## src/shared/ovt_pkg.sv

```systemverilog
// Constants shared by the overtemperature fault supervisor
package ovt_pkg;
  // Command codes of the two registers and the store and restore commands
  localparam logic [7:0] CMD_FAULT_THRESHOLD = 8'h4F;
  localparam logic [7:0] CMD_FAULT_ACTION = 8'h50;
  localparam logic [7:0] CMD_STORE_ALL = 8'h11;
  localparam logic [7:0] CMD_RESTORE_ALL = 8'h12;
  // Threshold word layout: read-only exponent above an 11-bit mantissa
  localparam int THR_MANT_W = 11;
  localparam int THR_EXP_LSB = 11;
  localparam logic [4:0] THR_EXPONENT = 5'h00;
  localparam logic [10:0] THR_RESET = 11'h091;
  // Action byte layout
  localparam int ACT_SEL_BIT = 7;
  localparam int ACT_ZERO_BIT = 6;
  localparam int ACT_POL_MSB = 5;
  localparam int ACT_POL_LSB = 3;
  localparam logic [7:0] ACT_RESET = 8'h3F;
  localparam logic [2:0] POL_NONE = 3'h0;
  localparam logic [2:0] POL_ENDLESS = 3'h7;
  // Hysteresis below the threshold before the fault flag releases
  localparam logic [11:0] HYST_DEG_C = 12'h014;
  // Retry delay is this many rise-time periods
  localparam logic [2:0] RETRY_MULT = 3'h7;
  // Timing: rise time is programmed in whole milliseconds
  localparam int CLK_PERIOD_NS = 10;
  localparam int MS_NS = 1000000;
  localparam int CYC_PER_MS = MS_NS / CLK_PERIOD_NS;
  // Nonvolatile word: {select, policy, threshold mantissa}
  localparam int NV_W = 13;
  localparam int NV_DEPTH = 2;
  localparam int NV_AW = 1;
  localparam logic [0:0] NV_ADDR_CFG = 1'h0;
  localparam logic [12:0] NV_RESET = 13'h0891;
  // Response sequencer states
  typedef enum logic [1:0] {
    ST_OFF,
    ST_RUN,
    ST_HALT,
    ST_WAIT
  } ovt_state_t;
endpackage

```

## src/verilog/ovt_nvm.sv

```systemverilog
// Small nonvolatile configuration store with registered read data
`timescale 1ns/1ps
`default_nettype none
module ovt_nvm
  import ovt_pkg::*;
(
  // Clock and reset
  input wire logic mclk,
  input wire logic nrst,
  // Write port
  input wire logic wr_en,
  input wire logic [NV_AW-1:0] wr_addr,
  input wire logic [NV_W-1:0] wr_data,
  // Read port
  input wire logic [NV_AW-1:0] rd_addr,
  output logic [NV_W-1:0] rd_data_ff
);
  logic [NV_W-1:0] mem_ff [NV_DEPTH];

  // Each entry starts from the factory image; contents survive soft resets
  // only in the real part, here reset stands in for the factory load
  genvar gi;
  generate
    for (gi = 0; gi < NV_DEPTH; gi = gi + 1) begin : g_entry
      always_ff @(posedge mclk or negedge nrst) begin
        if (!nrst) begin
          mem_ff[gi] <= NV_RESET;
        end else if (wr_en && wr_addr == NV_AW'(gi)) begin
          mem_ff[gi] <= wr_data;
        end
      end
    end
  endgenerate

  // Registered read, one cycle of latency
  always_ff @(posedge mclk or negedge nrst) begin
    if (!nrst) begin
      rd_data_ff <= NV_RESET;
    end else begin
      rd_data_ff <= mem_ff[rd_addr];
    end
  end
endmodule
`default_nettype wire

```

## src/verilog/ovt_supervisor.sv

```systemverilog
// Overtemperature fault detection, status, alert and shutdown response
// Summary of operation
// Fault when sensor reading exceeds threshold
// Threshold not above warning sets error flags
// Store command saves threshold and action
// Threshold exponent reads zero, one degree steps
// Threshold mantissa resets to 145
// Host keeps threshold between 120 and 165
// Fault sets summary, fault flag, alert
// Flag holds until 20 degrees below threshold
// Select bit 7 resets zero; bit 6 zero
// Select zero keeps regulating, still flags, alerts
// Select one shuts down, retries per policy
// Policy 000 stays off until fault cleared
// Policy 111 retries soft start endlessly
// Other policy patterns rejected with error flags
// Only policy bit 5 is stored
// Delay bits mirror policy bit 5
// Delay 000 only with no-restart policy
// Delay 111 waits seven rise times
// Bandgap faults always shut down, restart cooled
// Policy and delay also govern bandgap faults
// Rise time is the programmed ramp interval
// Comparison re-evaluated on every new sample
// Delay counter restarts at every shutdown
`timescale 1ns/1ps
`default_nettype none
module ovt_supervisor
  import ovt_pkg::*;
#(
  parameter int CYCLES_PER_MS = CYC_PER_MS
)
(
  // Clock and reset
  input wire logic mclk,
  input wire logic nrst,
  // Command port from the bus front end
  input wire logic cmd_valid,
  input wire logic cmd_write,
  input wire logic [7:0] cmd_code,
  input wire logic [15:0] cmd_wdata,
  output logic [15:0] rd_data_ff,
  // Temperature sensor samples and bandgap detector pin
  input wire logic temp_valid,
  input wire logic [10:0] temp_deg_c,
  input wire logic bandgap_ot,
  // Neighbouring configuration and control
  input wire logic [10:0] overtemp_warning_threshold,
  input wire logic [6:0] rise_time_ms,
  input wire logic alert_mask,
  input wire logic clear_faults,
  input wire logic power_on_cmd,
  // Status and alert
  output logic temp_summary_bit_ff,
  output logic overtemp_fault_flag_ff,
  output logic comm_error_ff,
  output logic invalid_data_ff,
  output logic alert_ff,
  // Converter control
  output logic output_enable_ff,
  output logic soft_start_ff
);
  ovt_state_t state_ff, nxt_state;
  logic [10:0] threshold_ff;
  logic shutdown_select_ff;
  logic retry_policy_ff;
  logic bg_meta_ff, bg_sync_ff;
  logic restore_pend_ff;
  logic [NV_W-1:0] nv_rd_data;
  logic [31:0] tick_cnt_ff;
  logic [9:0] ms_cnt_ff;
  logic [9:0] dly_target;
  logic [6:0] rise_eff;
  logic wr_thr, wr_act, thr_ok, act_ok, bad_write;
  logic rd_thr, rd_act, do_store, do_load;
  logic over_thr, cooled, ot_trip, fault_any, ms_tick, dly_done;
  logic [2:0] wr_policy;
  logic [7:0] action_byte;

  // Command decode
  assign wr_thr = cmd_valid && cmd_write && cmd_code == CMD_FAULT_THRESHOLD;
  assign wr_act = cmd_valid && cmd_write && cmd_code == CMD_FAULT_ACTION;
  assign rd_thr = cmd_valid && !cmd_write && cmd_code == CMD_FAULT_THRESHOLD;
  assign rd_act = cmd_valid && !cmd_write && cmd_code == CMD_FAULT_ACTION;
  assign do_store = cmd_valid && cmd_code == CMD_STORE_ALL;
  assign wr_policy = cmd_wdata[ACT_POL_MSB:ACT_POL_LSB];
  // The range 120..165 is left to the host; only the warning order is checked
  assign thr_ok = cmd_wdata[THR_MANT_W-1:0] > overtemp_warning_threshold;
  assign act_ok = wr_policy == POL_NONE || wr_policy == POL_ENDLESS;
  assign bad_write = (wr_thr && !thr_ok) || (wr_act && !act_ok);
  assign do_load = restore_pend_ff;

  // Bandgap detector is asynchronous to mclk
  always_ff @(posedge mclk or negedge nrst) begin
    if (!nrst) begin
      bg_meta_ff <= 1'b0;
      bg_sync_ff <= 1'b0;
    end else begin
      bg_meta_ff <= bandgap_ot;
      bg_sync_ff <= bg_meta_ff;
    end
  end

  // Restore reads the store one cycle before the registers load
  always_ff @(posedge mclk or negedge nrst) begin
    if (!nrst) begin
      restore_pend_ff <= 1'b0;
    end else begin
      restore_pend_ff <= cmd_valid && cmd_code == CMD_RESTORE_ALL;
    end
  end

  // Threshold mantissa; a rejected write leaves the old value
  always_ff @(posedge mclk or negedge nrst) begin
    if (!nrst) begin
      threshold_ff <= THR_RESET;
    end else if (do_load) begin
      threshold_ff <= nv_rd_data[THR_MANT_W-1:0];
    end else if (wr_thr && thr_ok) begin
      threshold_ff <= cmd_wdata[THR_MANT_W-1:0];
    end
  end

  // Action bits; one flop holds all three identical policy bits
  always_ff @(posedge mclk or negedge nrst) begin
    if (!nrst) begin
      shutdown_select_ff <= ACT_RESET[ACT_SEL_BIT];
      retry_policy_ff <= ACT_RESET[ACT_POL_MSB];
    end else if (do_load) begin
      shutdown_select_ff <= nv_rd_data[NV_W-1];
      retry_policy_ff <= nv_rd_data[NV_W-2];
    end else if (wr_act && act_ok) begin
      shutdown_select_ff <= cmd_wdata[ACT_SEL_BIT];
      retry_policy_ff <= cmd_wdata[ACT_POL_MSB];
    end
  end

  // Nonvolatile copy of threshold, select and policy bit 5
  ovt_nvm u_nvm (
    .mclk(mclk),
    .nrst(nrst),
    .wr_en(do_store),
    .wr_addr(NV_ADDR_CFG),
    .wr_data({shutdown_select_ff, retry_policy_ff, threshold_ff}),
    .rd_addr(NV_ADDR_CFG),
    .rd_data_ff(nv_rd_data)
  );

  // Read image of the action byte: bit 6 zero, delay mirrors policy
  assign action_byte = {shutdown_select_ff, 1'b0, {3{retry_policy_ff}},
                        {3{retry_policy_ff}}};

  // Read data register; unknown codes read zero
  always_ff @(posedge mclk or negedge nrst) begin
    if (!nrst) begin
      rd_data_ff <= 16'h0000;
    end else if (rd_thr) begin
      rd_data_ff <= {THR_EXPONENT, threshold_ff};
    end else if (rd_act) begin
      rd_data_ff <= {8'h00, action_byte};
    end else if (cmd_valid && !cmd_write) begin
      rd_data_ff <= 16'h0000;
    end
  end

  // Compare on each sample so a new threshold acts on the next one
  assign over_thr = temp_valid && temp_deg_c > threshold_ff;
  // Widened sum avoids wrap when the reading is above 2027
  assign cooled = temp_valid &&
                  ({1'b0, temp_deg_c} + HYST_DEG_C) <= {1'b0, threshold_ff};
  assign ot_trip = over_thr && !overtemp_fault_flag_ff;

  // Fault flag with hysteresis
  always_ff @(posedge mclk or negedge nrst) begin
    if (!nrst) begin
      overtemp_fault_flag_ff <= 1'b0;
    end else if (over_thr) begin
      overtemp_fault_flag_ff <= 1'b1;
    end else if (cooled) begin
      overtemp_fault_flag_ff <= 1'b0;
    end
  end

  // Sticky summary bit; a trip in the clearing cycle wins
  always_ff @(posedge mclk or negedge nrst) begin
    if (!nrst) begin
      temp_summary_bit_ff <= 1'b0;
    end else if (ot_trip) begin
      temp_summary_bit_ff <= 1'b1;
    end else if (clear_faults) begin
      temp_summary_bit_ff <= 1'b0;
    end
  end

  // Communication error and invalid data flags
  always_ff @(posedge mclk or negedge nrst) begin
    if (!nrst) begin
      comm_error_ff <= 1'b0;
      invalid_data_ff <= 1'b0;
    end else if (bad_write) begin
      comm_error_ff <= 1'b1;
      invalid_data_ff <= 1'b1;
    end else if (clear_faults) begin
      comm_error_ff <= 1'b0;
      invalid_data_ff <= 1'b0;
    end
  end

  // Alert line, suppressed while masked
  always_ff @(posedge mclk or negedge nrst) begin
    if (!nrst) begin
      alert_ff <= 1'b0;
    end else if ((ot_trip || bad_write) && !alert_mask) begin
      alert_ff <= 1'b1;
    end else if (clear_faults) begin
      alert_ff <= 1'b0;
    end
  end

  // Bandgap faults bypass the ignore choice
  assign fault_any = (overtemp_fault_flag_ff && shutdown_select_ff) ||
                     bg_sync_ff;

  // Retry delay in milliseconds; a zero rise time acts as the 1 ms minimum
  assign rise_eff = (rise_time_ms == 7'h00) ? 7'h01 : rise_time_ms;
  assign dly_target = 10'(rise_eff * RETRY_MULT);
  assign ms_tick = tick_cnt_ff == 32'(CYCLES_PER_MS - 1);
  assign dly_done = ms_cnt_ff == dly_target;

  // Response sequencer
  always_comb begin
    nxt_state = state_ff;
    case (state_ff)
      ST_OFF: begin
        if (power_on_cmd) begin
          nxt_state = ST_RUN;
        end
      end
      ST_RUN: begin
        if (!power_on_cmd) begin
          nxt_state = ST_OFF;
        end else if (fault_any) begin
          nxt_state = retry_policy_ff ? ST_WAIT : ST_HALT;
        end
      end
      ST_HALT: begin
        // Stays off until the fault is gone and cleared, or power is cycled
        if (!power_on_cmd) begin
          nxt_state = ST_OFF;
        end else if (clear_faults && !fault_any) begin
          nxt_state = ST_OFF;
        end
      end
      ST_WAIT: begin
        if (!power_on_cmd) begin
          nxt_state = ST_OFF;
        end else if (dly_done && !bg_sync_ff) begin
          nxt_state = ST_RUN;
        end
      end
      default: begin
        nxt_state = ST_OFF;
      end
    endcase
  end

  always_ff @(posedge mclk or negedge nrst) begin
    if (!nrst) begin
      state_ff <= ST_OFF;
    end else begin
      state_ff <= nxt_state;
    end
  end

  // Delay counters; bandgap still hot at the end restarts the wait
  always_ff @(posedge mclk or negedge nrst) begin
    if (!nrst) begin
      tick_cnt_ff <= 32'h0000_0000;
      ms_cnt_ff <= 10'h000;
    end else if (state_ff != ST_WAIT || (dly_done && bg_sync_ff)) begin
      tick_cnt_ff <= 32'h0000_0000;
      ms_cnt_ff <= 10'h000;
    end else if (!dly_done) begin
      if (ms_tick) begin
        tick_cnt_ff <= 32'h0000_0000;
        ms_cnt_ff <= ms_cnt_ff + 10'h001;
      end else begin
        tick_cnt_ff <= tick_cnt_ff + 32'h0000_0001;
      end
    end
  end

  // Converter controls follow the next state so they line up with it
  always_ff @(posedge mclk or negedge nrst) begin
    if (!nrst) begin
      output_enable_ff <= 1'b0;
      soft_start_ff <= 1'b0;
    end else begin
      output_enable_ff <= nxt_state == ST_RUN;
      soft_start_ff <= nxt_state == ST_RUN && state_ff != ST_RUN;
    end
  end
endmodule
`default_nettype wire

```

## config.mk

```make
export PLATFORM = sky130hd
export DESIGN_NAME = ovt_supervisor
export DESIGN_NICKNAME = d
export VERILOG_FILES = /design/src/shared/ovt_pkg.sv /design/src/verilog/ovt_nvm.sv /design/src/verilog/ovt_supervisor.sv
export SDC_FILE = /design/constraint.sdc
export NUM_CORES = 1
export LEC_CHECK = 0
export ABC_AREA = 1
export BUFFER_PORTS_ARGS = -buffer_cell sky130_fd_sc_hd__buf_2
export CAP_MARGIN = 20
export CELL_PAD_IN_SITES_DETAIL_PLACEMENT = 0
export CELL_PAD_IN_SITES_GLOBAL_PLACEMENT = 1
export CORE_MARGIN = 5
export CORE_UTILIZATION = 39
export DETAILED_ROUTE_END_ITERATION = 8
export PLACE_DENSITY = 0.77
export SYNTH_ARGS = -nofsm -noshare
export SYNTH_HDL_FRONTEND = slang
export SYNTH_SLANG_ARGS = --single-unit
```

## constraint.sdc

```tcl
create_clock -name mclk -period 1.6 [get_ports mclk]
set_clock_uncertainty 0.05 [all_clocks]
set_input_delay 0.08 -clock mclk [delete_from_list [all_inputs] [get_ports mclk]]
set_output_delay 0.08 -clock mclk [all_outputs]
set_load 0.005 [all_outputs]
```

-- Word-level counts from Yosys, hierarchy flattened
Cells that the tools add are included.
- flip-flop bits (word level): 108
- input port bits: 62
- word-level logic and storage cells: 115
- $add $sub $neg: 3
- multiply operators: 1
- $lt $le $gt $ge: 3
- equal/unequal tests: 14
- mux-type cells: 31
- reductions and logical operators: 45
- operators with widths (cell ; number):
    $mux 32 ; 3
    $mux 16 ; 3
    $add 32x1->32 const B ; 1
    $eq 32x17->1 const B ; 1
    $mux 10 ; 3
    $gt 11x11->1 ; 2
    $mux 11 ; 2
    $logic_and 1x1->1 ; 21
    $eq 8x5->1 const B ; 2
    $eq 8x7->1 const B ; 2
    $mux 2 ; 7
    $reduce_bool 2->1 ; 7
    $add 11x5->12 const B ; 1
    $le 12x11->1 ; 1
    $mux 1 ; 11
    $add 10x1->10 const B ; 1
    $eq 10x10->1 ; 1
    $mul 7x3->10 const B ; 1
    $pmux 2 s4 ; 1
    $logic_not 1->1 ; 7
    $logic_not 7->1 ; 1
    $mux 7 ; 1
    $logic_or 1x1->1 ; 5
    $eq 2x1->1 const B ; 2
    other kinds (8) ; 10

-- Longest topological paths before layout
Gate-level depths: netlist of run 1.
- word-level depth: 10
- depth in mapped cells: 27
- depth with buffers taken out: 26

-- Cells and area by module
From an unflattened synthesis of run 1, not the netlist that was laid out.
- cell total of the unflattened synthesis: 1091
- area total of the unflattened synthesis: 7882.6 µm²
- modules (own cells, without submodules) (module ; times used ; cells each ; area each (µm²) ; seq. area each (µm²)):
    ovt_supervisor ; 1 ; 923 ; 6333.6 ; 1931.9
    ovt_nvm ; 1 ; 168 ; 1549.0 ; 991.0

-- Least setup slack after synthesis of run 1
OpenSTA, ideal clock, no wires.
- path kind: input -> register
- from: input rise_time_ms[5]
- to: register tick_cnt_ff[14]
- library setup time: 121 ps
- arrival time: 2762 ps
- slack: -1333 ps
- stages: 24
- cell sequence: inv_1 -> ha_1 -> nand2_1 -> nor2_1 -> nand2_1 -> inv_1 -> nor2_1 -> ha_1 -> ha_1 -> inv_1 -> fa_1 -> nand2_1 -> inv_1 -> nor2_1 -> nand3_1 -> nor2_1 -> nand3_1 -> nor2_4 -> nand3_2 -> nand2_2 -> buf_4 -> nor2_1 -> nand2_1 -> o21ai_2
- longest elaborated chain between the ends: 7
- elaborated cells on any way between the ends: 8
- RTL lines (element ; line ; RTL):
    start, declared ; ovt_supervisor.sv:49 ; input wire logic [6:0] rise_time_ms,
    $logic_not 7->1 ; ovt_supervisor.sv:225 ; assign rise_eff = (rise_time_ms == 7'h00) ? 7'h01 : rise_time_ms;
    $mux 7 (*) ; ovt_supervisor.sv:225 ;
    $mul 7x3->10 (*) ; ovt_supervisor.sv:226 ; assign dly_target = 10'(rise_eff * RETRY_MULT);
    $eq 10x10->1 (*) ; ovt_supervisor.sv:228 ; assign dly_done = ms_cnt_ff == dly_target;
    $logic_and 1x1->1 ; ovt_supervisor.sv:280 ; end else if (state_ff != ST_WAIT || (dly_done && bg_sync_ff)) begin
    $logic_or 1x1->1 ; ovt_supervisor.sv:280 ;
    $ne 2x1->1 (no source line) / $mux 32 (equally long branches) ; -- ;
    end signal, assigned ; ovt_supervisor.sv:288 ; tick_cnt_ff <= tick_cnt_ff + 32'h0000_0001;
    end, declared ; ovt_supervisor.sv:70 ; logic [31:0] tick_cnt_ff;
Every way passes the cells marked *; elsewhere a longest branch is shown, timed or not.
A chain may end at the register's enable or synchronous reset.

-- Worst setup path in the final report of run 1
- from: input rise_time_ms[5]
- to: register tick_cnt_ff[11]
Same word-level chain as after synthesis.

==> results of run 1 <==
## layout make-up
| type | instances | area, um2 |
|---|---|---|
| Clock buffer | 9 | 225 |
| Clock inverter | 7 | 83.8 |
| Fill cell | 1736 | 8000 |
| Inverter | 147 | 603 |
| Multi-Input combinational cell | 706 | 4240 |
| Sequential cell | 103 | 2590 |
| Tap cell | 229 | 287 |
| Timing Repair Buffer | 258 | 1940 |
## repair_timing
action | CTS | global route
gates cloned | 2 | 2
setup buffers | 5 | 4
gates resized for setup | 59 | 48
endpoints found under the setup margin | 48 | 48
hold endpoints to repair | 48 | 0
hold buffers | 7 | 0
pin swaps | 23 | 30
## flip-flops by register name (all words and copies together) (netlist names)
name and flops:
overtemp_fault_flag_ff 1, ms_cnt_ff 10, u_nvm.mem_ff 13, retry_policy_ff 1, temp_summary_bit_ff 1, bg_sync_ff 1
rd_data_ff 11, u_nvm.rd_data_ff 13, threshold_ff 11, do_load 1, invalid_data_ff 1, alert_ff 1
tick_cnt_ff 32, shutdown_select_ff 1, output_enable_ff 1, bg_meta_ff 1, state_ff 2, soft_start_ff 1
## Yosys cell counts (all sizes together)
cell     instances
o2111ai          1
dfstp           12
fa               3
a31oi            1
o21ai           67
nand4           20
a21boi           1
ha              45
buf             18
o21bai           1
o211ai           9
xor2            36
a211oi           2
dfrtp           91
xnor2            7
inv            145
nand3           69
nor3b            1
a21o             1
clkbuf           9
clkinv           2
o31ai            1
or2              1
nor2           117
a21oi           23
conb             1
nand2          257
nand3b           2
mux2             2
and3             1
nor3            22
nor4            10
## final timing paths
check | end | cells past startpoint
max in group asynchronous | threshold_ff[0] | 3
min reg2reg | bg_sync_ff | 0
max reg2reg | ms_cnt_ff[8] | 10
min in group asynchronous | u_nvm.mem_ff[19] | 2
min | overtemp_fault_flag_ff | 3
max | tick_cnt_ff[11] | 26
## worst reg2reg max path, cell delays in order (launching register included)
cell	delay, ns
dfrtp_1	0.35
ha_1	0.17
nand2_1	0.06
inv_1	0.09
nand2_1	0.08
nor4_1	0.29
nand4_1	0.28
nand3_4	0.24
clkbuf_16	0.19
nand3_2	0.07
nand2_1	0.06
## metrics by stage
step	worst slack (ns)	instances
3_3_place_gp	-1.63	1423
3_5_place_dp	-1.69	1423
5_1_grt	-1.48	1459
2_1_floorplan	-1.20	982
6_report	-1.26	1459
4_1_cts	-1.18	1453
## per-layer routing
| metal | part of all wire | global-route usage | up-vias |
|---|---|---|---|
| met5 | 0 | 0 | - |
| li1 | - | - | 3607 |
| met4 | 0.019 | 0.0485 | 0 |
| met3 | 0.031 | 0.0312 | 27 |
| met1 | 0.47 | 0.250 | 3210 |
| met2 | 0.48 | 0.317 | 114 |
## kinds of logic (layout without fill, tap and decap cells)
group | Yosys count | count (layout) | synth area share
flops | 103 | 103 | 0.365
mux | 2 | 2 | 0.00317
other cells | 1 | 5 | 0.000527
fa+ha+maj | 48 | 48 | 0.0876
compound gates | 107 | 107 | 0.0887
xor+xnor | 43 | 43 | 0.0530
buf+inv | 174 | 421 | 0.103
simple gates | 500 | 501 | 0.300
## cell usage in the layout, fill, tap and decap left out, types with 19 or more instances in the layout
master and instances:
nand4_1 19, xor2_1 36, ha_1 30, buf_2 69
inv_1 126, nor3_1 22, nand2_1 243, o21ai_0 34
nand3_1 49, buf_4 164, nor2_1 101, dfrtp_1 91
## power by group
part / switching (mW) / internal (mW) / total, mW
clock: 1.16 / 1.12 / 2.28
combinational: 0.851 / 0.672 / 1.52
sequential: 0.0595 / 2.73 / 2.79
==> impl_metrics.py, run 1 <==
metrics = {
    "setup_path": {
        "setup.worst_path.end_class": "flip-flop",
        "crit_buf_inv": 6,
        "cp_slowest_cell": "fa_1",
        "worst-path-max-fanout": 9,
        "rrSetupSlack_ns": -0.37,
        "cp_common_cell": "nor2_1",
        "r2r-start": "tick_cnt_ff[0]",
        "critical_path_required_ns": 1.80,
        "critPathArrivalTime_ns": 3.06,
        "cp_top_family": "simple AND/OR/NAND/NOR gates",
        "crit_start": "rise_time_ms[5]",
        "cp-start-kind": "primary input",
        "crit_path_max_incr_delay_ns": 0.46,
        "crit_type": "in -> reg",
    },
    "sta": {
        "hold_viol_final": 0,
        "layout_min_cycle_time_ns": 2.86,
        "hold_slack_ns": 0.0446,
        "fmax_ghz": 0.350,
        "timing.final.crit_share": 1.79,
        "rsz0062_at_grt": "yes",
        "fin_ws_ns": -1.26,
        "setup_violations": 48,
        "maxSlewViolCount": 0,
        "finalSetupTns_ns": -55.04,
    },
    "floorplanning": {
        "row_count": 49,
        "start_util": 0.396,
        "die_x_um": 145,
        "core_area_um2": 18000,
        "die_y_um": 145,
        "dieArea_um2": 21000,
        "ios": 85,
    },
    "cts": {
        "cts_made_buffers": 9,
        "clk-insertion-delay-late_ns": 0.37,
        "path_clk_slew_ns": 0.08,
        "root_buffer": "clkbuf_16",
        "htreeDepth": 3,
        "cts.sinks": 103,
        "clock_path_buffers": 2,
        "cts_tree": "built",
    },
    "pwr": {
        "p_leak_nw": 4.87,
        "ir_drop_mv": 0.517,
        "powerDensity_nw_per_um2": 662,
        "total_power_mw": 6.60,
    },
    "yosys": {
        "synth_area_leaders": "dfrtp_1, nand2_1, ha_1",
        "synth_area_um2": 7110,
        "synth_cells": 978,
        "ys_seq_area_frac": 0.365,
        "yosys_warnings": 0,
        "yosys.area.top_type": "dfrtp_1",
        "ys_ff_latch": 103,
        "synth.distinct_cells": 41,
        "syn_area_per_cell_um2": 7.27,
        "yosysTopAreaCellShare": 0.320,
    },
    "drt": {
        "drt_wl_total_mm": 20.3,
        "detail-route-antenna-nets": 0,
        "drtIter0Drc": 310,
        "avgViaCountPerCell": 4.77,
        "wl_per_cell_um": 13.9,
        "dr.pass1.iters": 5,
        "drc": 0,
        "via_count": 6958,
    },
    "flow_run": {
        "cap_violations": 0,
    },
    "layout": {
        "layout-drive-gt1-share": 0.320,
        "syn2layout_area_growth_pct": 40.2,
        "finalNetCount": 1335,
        "n_antenna_cell": 0,
        "final_util": 0.555,
        "fin_area_um2": 9970,
    },
    "grt": {
        "globalRoute.totalOverflow": 0,
        "antenna_found_initial": 0,
        "grt_pass1_vias": 6863,
        "grt_use_total": 0.188,
        "grt_pass1_wl_mm": 32.9,
        "grt_max_degree": 55,
    },
    "run_status": {
        "violations": "setup timing",
        "status": "finished, violations left",
    },
    "hold_path": {
        "hp-class": "in -> reg",
        "min_from": "temp_valid",
    },
    "placed_design": {
        "hpwlAfterDp_mm": 15.3,
        "gp_congestion": 0.896,
        "port_buffers": 74,
        "placed_area_um2": 9000,
    },
}
(Power assumes the default switching activity.)
==> run 2, diff against run 1 <==
CORE_UTILIZATION = 40   (was 39)
PLACE_DENSITY = 0.78   (was 0.77)
SYNTH_HIERARCHICAL = 1   (was default)
==> run 2 against run 1 <==
  * Hold slack got worse by 0.024 ns
  * Clock power is 75% higher
  * Via count increased by 14%
  * Sequential share of layout area down 0.65 points
  * The run still ends with setup timing left
  * Final cell count increased by 14%
  * Largest cell class unchanged
  * Flip-flop and latch count grew 13
  * First-iteration DRC count grew 21%
  * Die area is 7.5% higher
==> impl_metrics.py, run 2 <==
metrics = {
    "setup_path": {
        "cp_top_family": "simple AND/OR/NAND/NOR gates",
        "crit_path_max_incr_delay_ns": 0.29,
        "worstSetupEndpoint": "tick_cnt_ff[2]",
        "cp-start-kind": "primary input",
        "rrSetupSlack_ns": -0.32,
        "setup.worst_path.end_class": "flip-flop",
        "crit_start": "rise_time_ms[5]",
        "crit_buf_inv": 8,
        "critical_path_required_ns": 1.90,
        "reg2reg_depth": 12,
        "cp.depth": 28,
        "cp_slowest_cell": "ha_4",
        "crit_type": "in -> reg",
        "critPathArrivalTime_ns": 3.10,
        "rr_endpoint": "tick_cnt_ff[2]",
        "r2r-start": "ms_cnt_ff[6]",
        "worst-path-max-fanout": 8,
    },
    "drt": {
        "drc": 0,
        "drt_wl_total_mm": 23.9,
        "wl_per_cell_um": 14.3,
        "detail-route-antenna-nets": 0,
        "avgViaCountPerCell": 4.76,
        "drtIter0Drc": 374,
        "via_count": 7938,
        "dr.pass1.iters": 5,
    },
    "grt": {
        "grt_use_met2": 0.379,
        "grt_util_met1": 0.269,
        "gr-usage-met3": 0.0385,
        "globalRoute.totalOverflow": 0,
        "grt_pass1_vias": 8016,
        "antenna_found_initial": 1,
        "grt_max_degree": 47,
        "busiest_layer": "met2",
        "grt_use_total": 0.216,
        "grt_pass1_wl_mm": 38.7,
    },
    "layout": {
        "regArea_um2": 2920,
        "final_util": 0.592,
        "final_cell_mix": "nand2_1, buf_4, inv_1, dfrtp_1, nor2_1",
        "mostFrequentLayoutCell": "nand2_1",
        "layout-drive-gt1-share": 0.327,
        "fin_cells": 1668,
        "largest_reg_flops": 32,
        "syn2layout_area_growth_pct": 46.2,
        "fillers": 1832,
        "multi_input_area_um2": 4720,
        "finalNetCount": 1499,
        "top_regs": "tick_cnt_ff x32, u_nvm/mem_ff x26, u_nvm/rd_data_ff x13",
        "top_register": "tick_cnt_ff",
    },
    "sta": {
        "rsz0062_at_grt": "yes",
        "fin_ws_ns": -1.19,
        "maxSlewViolCount": 0,
        "worst_pin_slew_ns": 0.498,
        "fmax_ghz": 0.358,
        "relSlewSlack": 0.667,
        "hold_slack_ns": 0.0203,
        "layout_min_cycle_time_ns": 2.79,
        "setup_violations": 48,
        "hold_viol_final": 0,
        "timing.final.crit_share": 1.75,
    },
    "cts": {
        "cts.sinks": 116,
        "htreeDepth": 4,
        "clk-insertion-delay-late_ns": 0.43,
        "clock_path_buffers": 2,
        "cts_made_buffers": 17,
        "cts_tree": "built",
        "path_clk_slew_ns": 0.06,
        "root_buffer": "clkbuf_16",
    },
    "yosys": {
        "ys_ff_latch": 116,
        "synth.most_common_cell": "nand2_1",
        "synth_area_leaders": "dfrtp_1, nand2_1, ha_1",
        "async_flop_share": 1.00,
        "yosys.area.top_type": "dfrtp_1",
        "synthMuxAreaShare": 0,
        "synth.distinct_cells": 41,
        "synth-compound-area-share": 0.0632,
        "synth_simple_gate_area_frac": 0.341,
        "ys_seq_area_frac": 0.371,
        "synth_cells": 1091,
        "synth_xor_area_frac": 0.0489,
        "syn_area_per_cell_um2": 7.23,
        "synth_top_family_by_area": "simple AND/OR/NAND/NOR gates",
        "synth_area_um2": 7880,
        "yosysTopAreaCellShare": 0.317,
        "synthAdderAreaFrac": 0.0790,
        "synth_commonest_cells": "nand2_1, inv_1, nor2_1",
        "synth_edf_count": 0,
        "synth_top_flop_cell": "dfrtp_1",
        "yosys_warnings": 6,
    },
    "floorplanning": {
        "row_count": 51,
        "ios": 85,
        "die_y_um": 150,
        "die_x_um": 150,
        "core_area_um2": 19500,
        "dieArea_um2": 22600,
        "start_util": 0.405,
    },
    "hold_path": {
        "hp-class": "in -> reg",
    },
    "run_status": {
        "status": "finished, violations left",
        "violations": "setup timing",
    },
    "placed_design": {
        "port_buffers": 74,
        "place_inst": 1596,
        "gp_congestion": 0.865,
        "hpwlAfterDp_mm": 17.3,
    },
    "pwr": {
        "ir_drop_mv": 0.726,
        "powerDensity_nw_per_um2": 763,
        "total_power_mw": 8.80,
        "p_leak_nw": 5.79,
    },
    "flow_run": {
        "cap_violations": 0,
    },
}
==> run 2: cell types whose count changed after synthesis, sizes merged, moves of 5 or more <==
cell	before	now
nor2	117	112
xnor2	7	13
xor2	36	31
nor4	10	15
nand2	257	355
nand3	69	89
buf	18	28
o21ai	67	49
dfrtp	91	100
==> run 2: stage by stage <==
step | TNS [ns] | worst slack [ns] | area, um2
detailed placement | -76.16 | -1.68 | 9990
floorplan | -53.21 | -1.23 | 8070
global route | -60.38 | -1.36 | 11500
finish | -52.11 | -1.19 | 11500
global placement | -73.35 | -1.61 | 9990
CTS | -50.40 | -1.13 | 11100
==> run 2: where the power goes <==
| group | switching, mW | leakage (nW) | internal (mW) | total [mW] |
|---|---|---|---|---|
| clock | 1.49 | 0.297 | 2.50 | 3.99 |
| combinational | 0.915 | 3.99 | 0.757 | 1.67 |
| sequential | 0.0713 | 1.51 | 3.06 | 3.13 |
==> run 2: cell families after synthesis <==
| group | count (synthesis) |
|---|---|
| fa+ha+maj | 48 |
| simple gates | 617 |
| other cells | 1 |
| buf+inv | 175 |
| xor+xnor | 44 |
| compound gates | 90 |
| flops | 116 |
==> run 2: area by class of cell <==
| type | instances | share of cell area |
|---|---|---|
| sequential | 116 | 0.254 |
| clock inverter | 14 | 0.0153 |
| timing repair buffer | 293 | 0.204 |
| antenna | 1 | 0.000217 |
| multi-input combinational | 819 | 0.409 |
| clock buffer | 18 | 0.0381 |
| inverter | 142 | 0.0509 |
| tap | 265 | 0.0288 |
==> run 2: repair_timing <==
action / CTS / global route
endpoints found under the hold margin: 113 / 0
endpoints found under the setup margin: 48 / 57
hold buffers: 10 / 0
pin swaps: 32 / 64
setup buffers: 18 / 6
gates resized for setup: 57 / 71
cloned: 2 / 4
==> run 2: worst min path at each step <==
stage,startpoint,cells after the start,to
after floorplan,nrst,0,alert_ff
after global placement,nrst,1,state_ff[0]
after detailed placement,nrst,1,state_ff[1]
after CTS,cmd_wdata[9],6,threshold_ff[9]
after global routing,cmd_wdata[9],6,threshold_ff[9]
final,cmd_wdata[9],6,threshold_ff[9]
==> run 2: metal layers <==
metal	routed length (um)	part of all wire
met5	0	0
met4	482	0.020
met3	777	0.033
met2	12300	0.51
met1	10400	0.43
==> run 2: worst register-to-register path, cell delays in order, from the launching register on <==
cell	delay, ns
dfrtp_1	0.38
or2_1	0.24
nand2_1	0.06
nand3_1	0.06
nand2_1	0.13
nand3_1	0.11
nor2_2	0.15
nand4_2	0.12
buf_12	0.19
buf_12	0.15
nand2_8	0.08
nand2_2	0.05
nor2_1	0.08
==> run 3, diff against run 2 <==
PLACE_DENSITY = default   (was 0.78)
PLACE_DENSITY_LB_ADDON = 0.08   (was default)
==> run 3 against run 2 <==
  * Final cell count is 1.2% lower
  * Clock-buffer cell count is 1 lower
  * Clock power down 5.5%
  * Largest power group unchanged
  * The run still ends with setup timing left
  * Register-to-register slack got worse by 0.07 ns
  * Core utilization fell by 1.3 points
==> impl_metrics.py, run 3 (synthesis results as in run 2) <==
metrics = {
    "setup_path": {
        "crit_type": "in -> reg",
        "rrSetupSlack_ns": -0.39,
        "setup.worst_path.end_class": "flip-flop",
        "critical_path_required_ns": 1.86,
        "worst-path-max-fanout": 6,
        "critPathArrivalTime_ns": 3.04,
        "cp-start-kind": "primary input",
    },
    "grt": {
        "grt_max_degree": 39,
        "globalRoute.totalOverflow": 0,
        "grt_pass1_wl_mm": 38.5,
        "antenna_found_initial": 0,
        "grt_pass1_vias": 7889,
        "grt_use_total": 0.215,
    },
    "layout": {
        "layout-drive-gt1-share": 0.309,
        "fillers": 1859,
        "finalNetCount": 1480,
        "largest_reg_flops": 32,
        "top_regs": "tick_cnt_ff x32, u_nvm/mem_ff x26, u_nvm/rd_data_ff x13",
        "multi_input_area_um2": 4700,
        "regArea_um2": 2920,
        "final_cell_mix": "nand2_1, buf_4, inv_1, dfrtp_1, nor2_1",
        "n_antenna_cell": 0,
        "mostFrequentLayoutCell": "nand2_1",
        "top_register": "tick_cnt_ff",
        "syn2layout_area_growth_pct": 43.0,
    },
    "sta": {
        "relSlewSlack": 0.659,
        "maxSlewViolCount": 0,
        "hold_slack_ns": 0.0220,
        "rsz0062_at_grt": "yes",
        "fmax_ghz": 0.359,
        "timing.final.crit_share": 1.74,
        "layout_min_cycle_time_ns": 2.78,
        "fin_ws_ns": -1.18,
        "hold_viol_final": 0,
        "finalSetupTns_ns": -51.53,
        "worst_pin_slew_ns": 0.511,
        "setup_violations": 48,
    },
    "hold_path": {
        "hp-class": "in -> reg",
    },
    "run_status": {
        "violations": "setup timing",
        "status": "finished, violations left",
    },
    "cts": {
        "cts.sinks": 116,
        "clk-insertion-delay-late_ns": 0.43,
        "root_buffer": "clkbuf_16",
        "path_clk_slew_ns": 0.07,
        "clock_path_buffers": 2,
        "cts_tree": "built",
        "htreeDepth": 4,
        "cts_made_buffers": 17,
    },
    "drt": {
        "drtIter0Drc": 340,
        "wl_per_cell_um": 14.3,
        "avgViaCountPerCell": 4.71,
        "via_count": 7755,
        "dr.pass1.iters": 4,
        "drt_wl_total_mm": 23.5,
        "detail-route-antenna-nets": 0,
        "drc": 0,
    },
    "pwr": {
        "ir_drop_mv": 0.747,
        "powerDensity_nw_per_um2": 763,
        "p_leak_nw": 5.62,
    },
    "floorplanning": {
        "start_util": 0.405,
        "row_count": 51,
        "dieArea_um2": 22600,
        "die_x_um": 150,
        "core_area_um2": 19500,
        "ios": 85,
        "die_y_um": 150,
    },
    "placed_design": {
        "hpwlAfterDp_mm": 17.7,
        "port_buffers": 74,
        "pre_cts_slack_ns": -1.78,
        "gp_congestion": 0.848,
    },
    "flow_run": {
        "cap_violations": 0,
    },
}
run 3: changes by cell type in the layout (fill, tap and decap cells not counted), sizes merged, moves of 2 or more:
cell         delta
buf            -19
clkinv          -3
clkbuf          -2
inv             +7
bufinv          -3
dlygate4sd3     +2
run 3: cell type report:
type,instances,area share
Clock buffer,17,0.0377
Clock inverter,15,0.0141
Inverter,142,0.0512
Multi-Input combinational cell,818,0.417
Sequential cell,116,0.259
Tap cell,265,0.0294
Timing Repair Buffer,275,0.191
run 3: layer usage:
layer,share of wire,vias up,GRT usage
met3,0.028,30,0.0331
li1,-,4017,-
met2,0.51,109,0.385
met5,0,-,0
met4,0.018,0,0.0645
met1,0.44,3599,0.266
run 3: worst max-delay path, stage by stage:
cell and delay [ns]:
buf_12 0.11, inv_16 0.04, ha_4 0.13, nand2_4 0.05
nor2_4 0.10, nand2_2 0.07, inv_4 0.09, nor2_4 0.05
ha_4 0.25, ha_2 0.17, inv_2 0.04, fa_1 0.54
xor2_1 0.15, nand3_1 0.13, nor2_2 0.14, nand3_2 0.11
nor2_4 0.16, nand3_4 0.13, nand2_8 0.14, clkbuf_16 0.18
nor2_2 0.03, nand2_1 0.06, o21ai_1 0.06
run 3: what timing repair did:
action	4_1_cts	5_1_grt
buffers inserted	7	7
gates resized for setup	66	49
hold buffers	12	0
hold endpoints to repair	120	0
endpoints found under the setup margin	48	59
gates cloned	1	3
pin swaps	34	39
run 3: report_power, final:
group,switching [mW],internal (mW)
clock network,1.69,2.08
logic,0.928,0.759
registers,0.0782,3.06
total,2.70,5.90
run 3: final timing paths:
check	start	to	depth (start not counted)
worst min-delay path	cmd_wdata[2]	threshold_ff[2]	6
worst max-delay path	rise_time_ms[5]	tick_cnt_ff[17]	23
worst max register to register	ms_cnt_ff[5]	tick_cnt_ff[17]	16
worst min register to register	bg_meta_ff	bg_sync_ff	0
max in group asynchronous	nrst	threshold_ff[0]	3
min in group asynchronous	nrst	ms_cnt_ff[4]	2
run 3: per-stage QoR:
stage	cell area, um2	cells	util	total power, mW
after floorplan	8070	1109	-	3.94
after global placement	9920	1587	0.510	4.61
after detailed placement	9920	1587	0.510	4.62
after CTS	10900	1638	0.563	8.56
after global routing	11300	1648	0.579	9.01
final	11300	1648	0.579	8.60
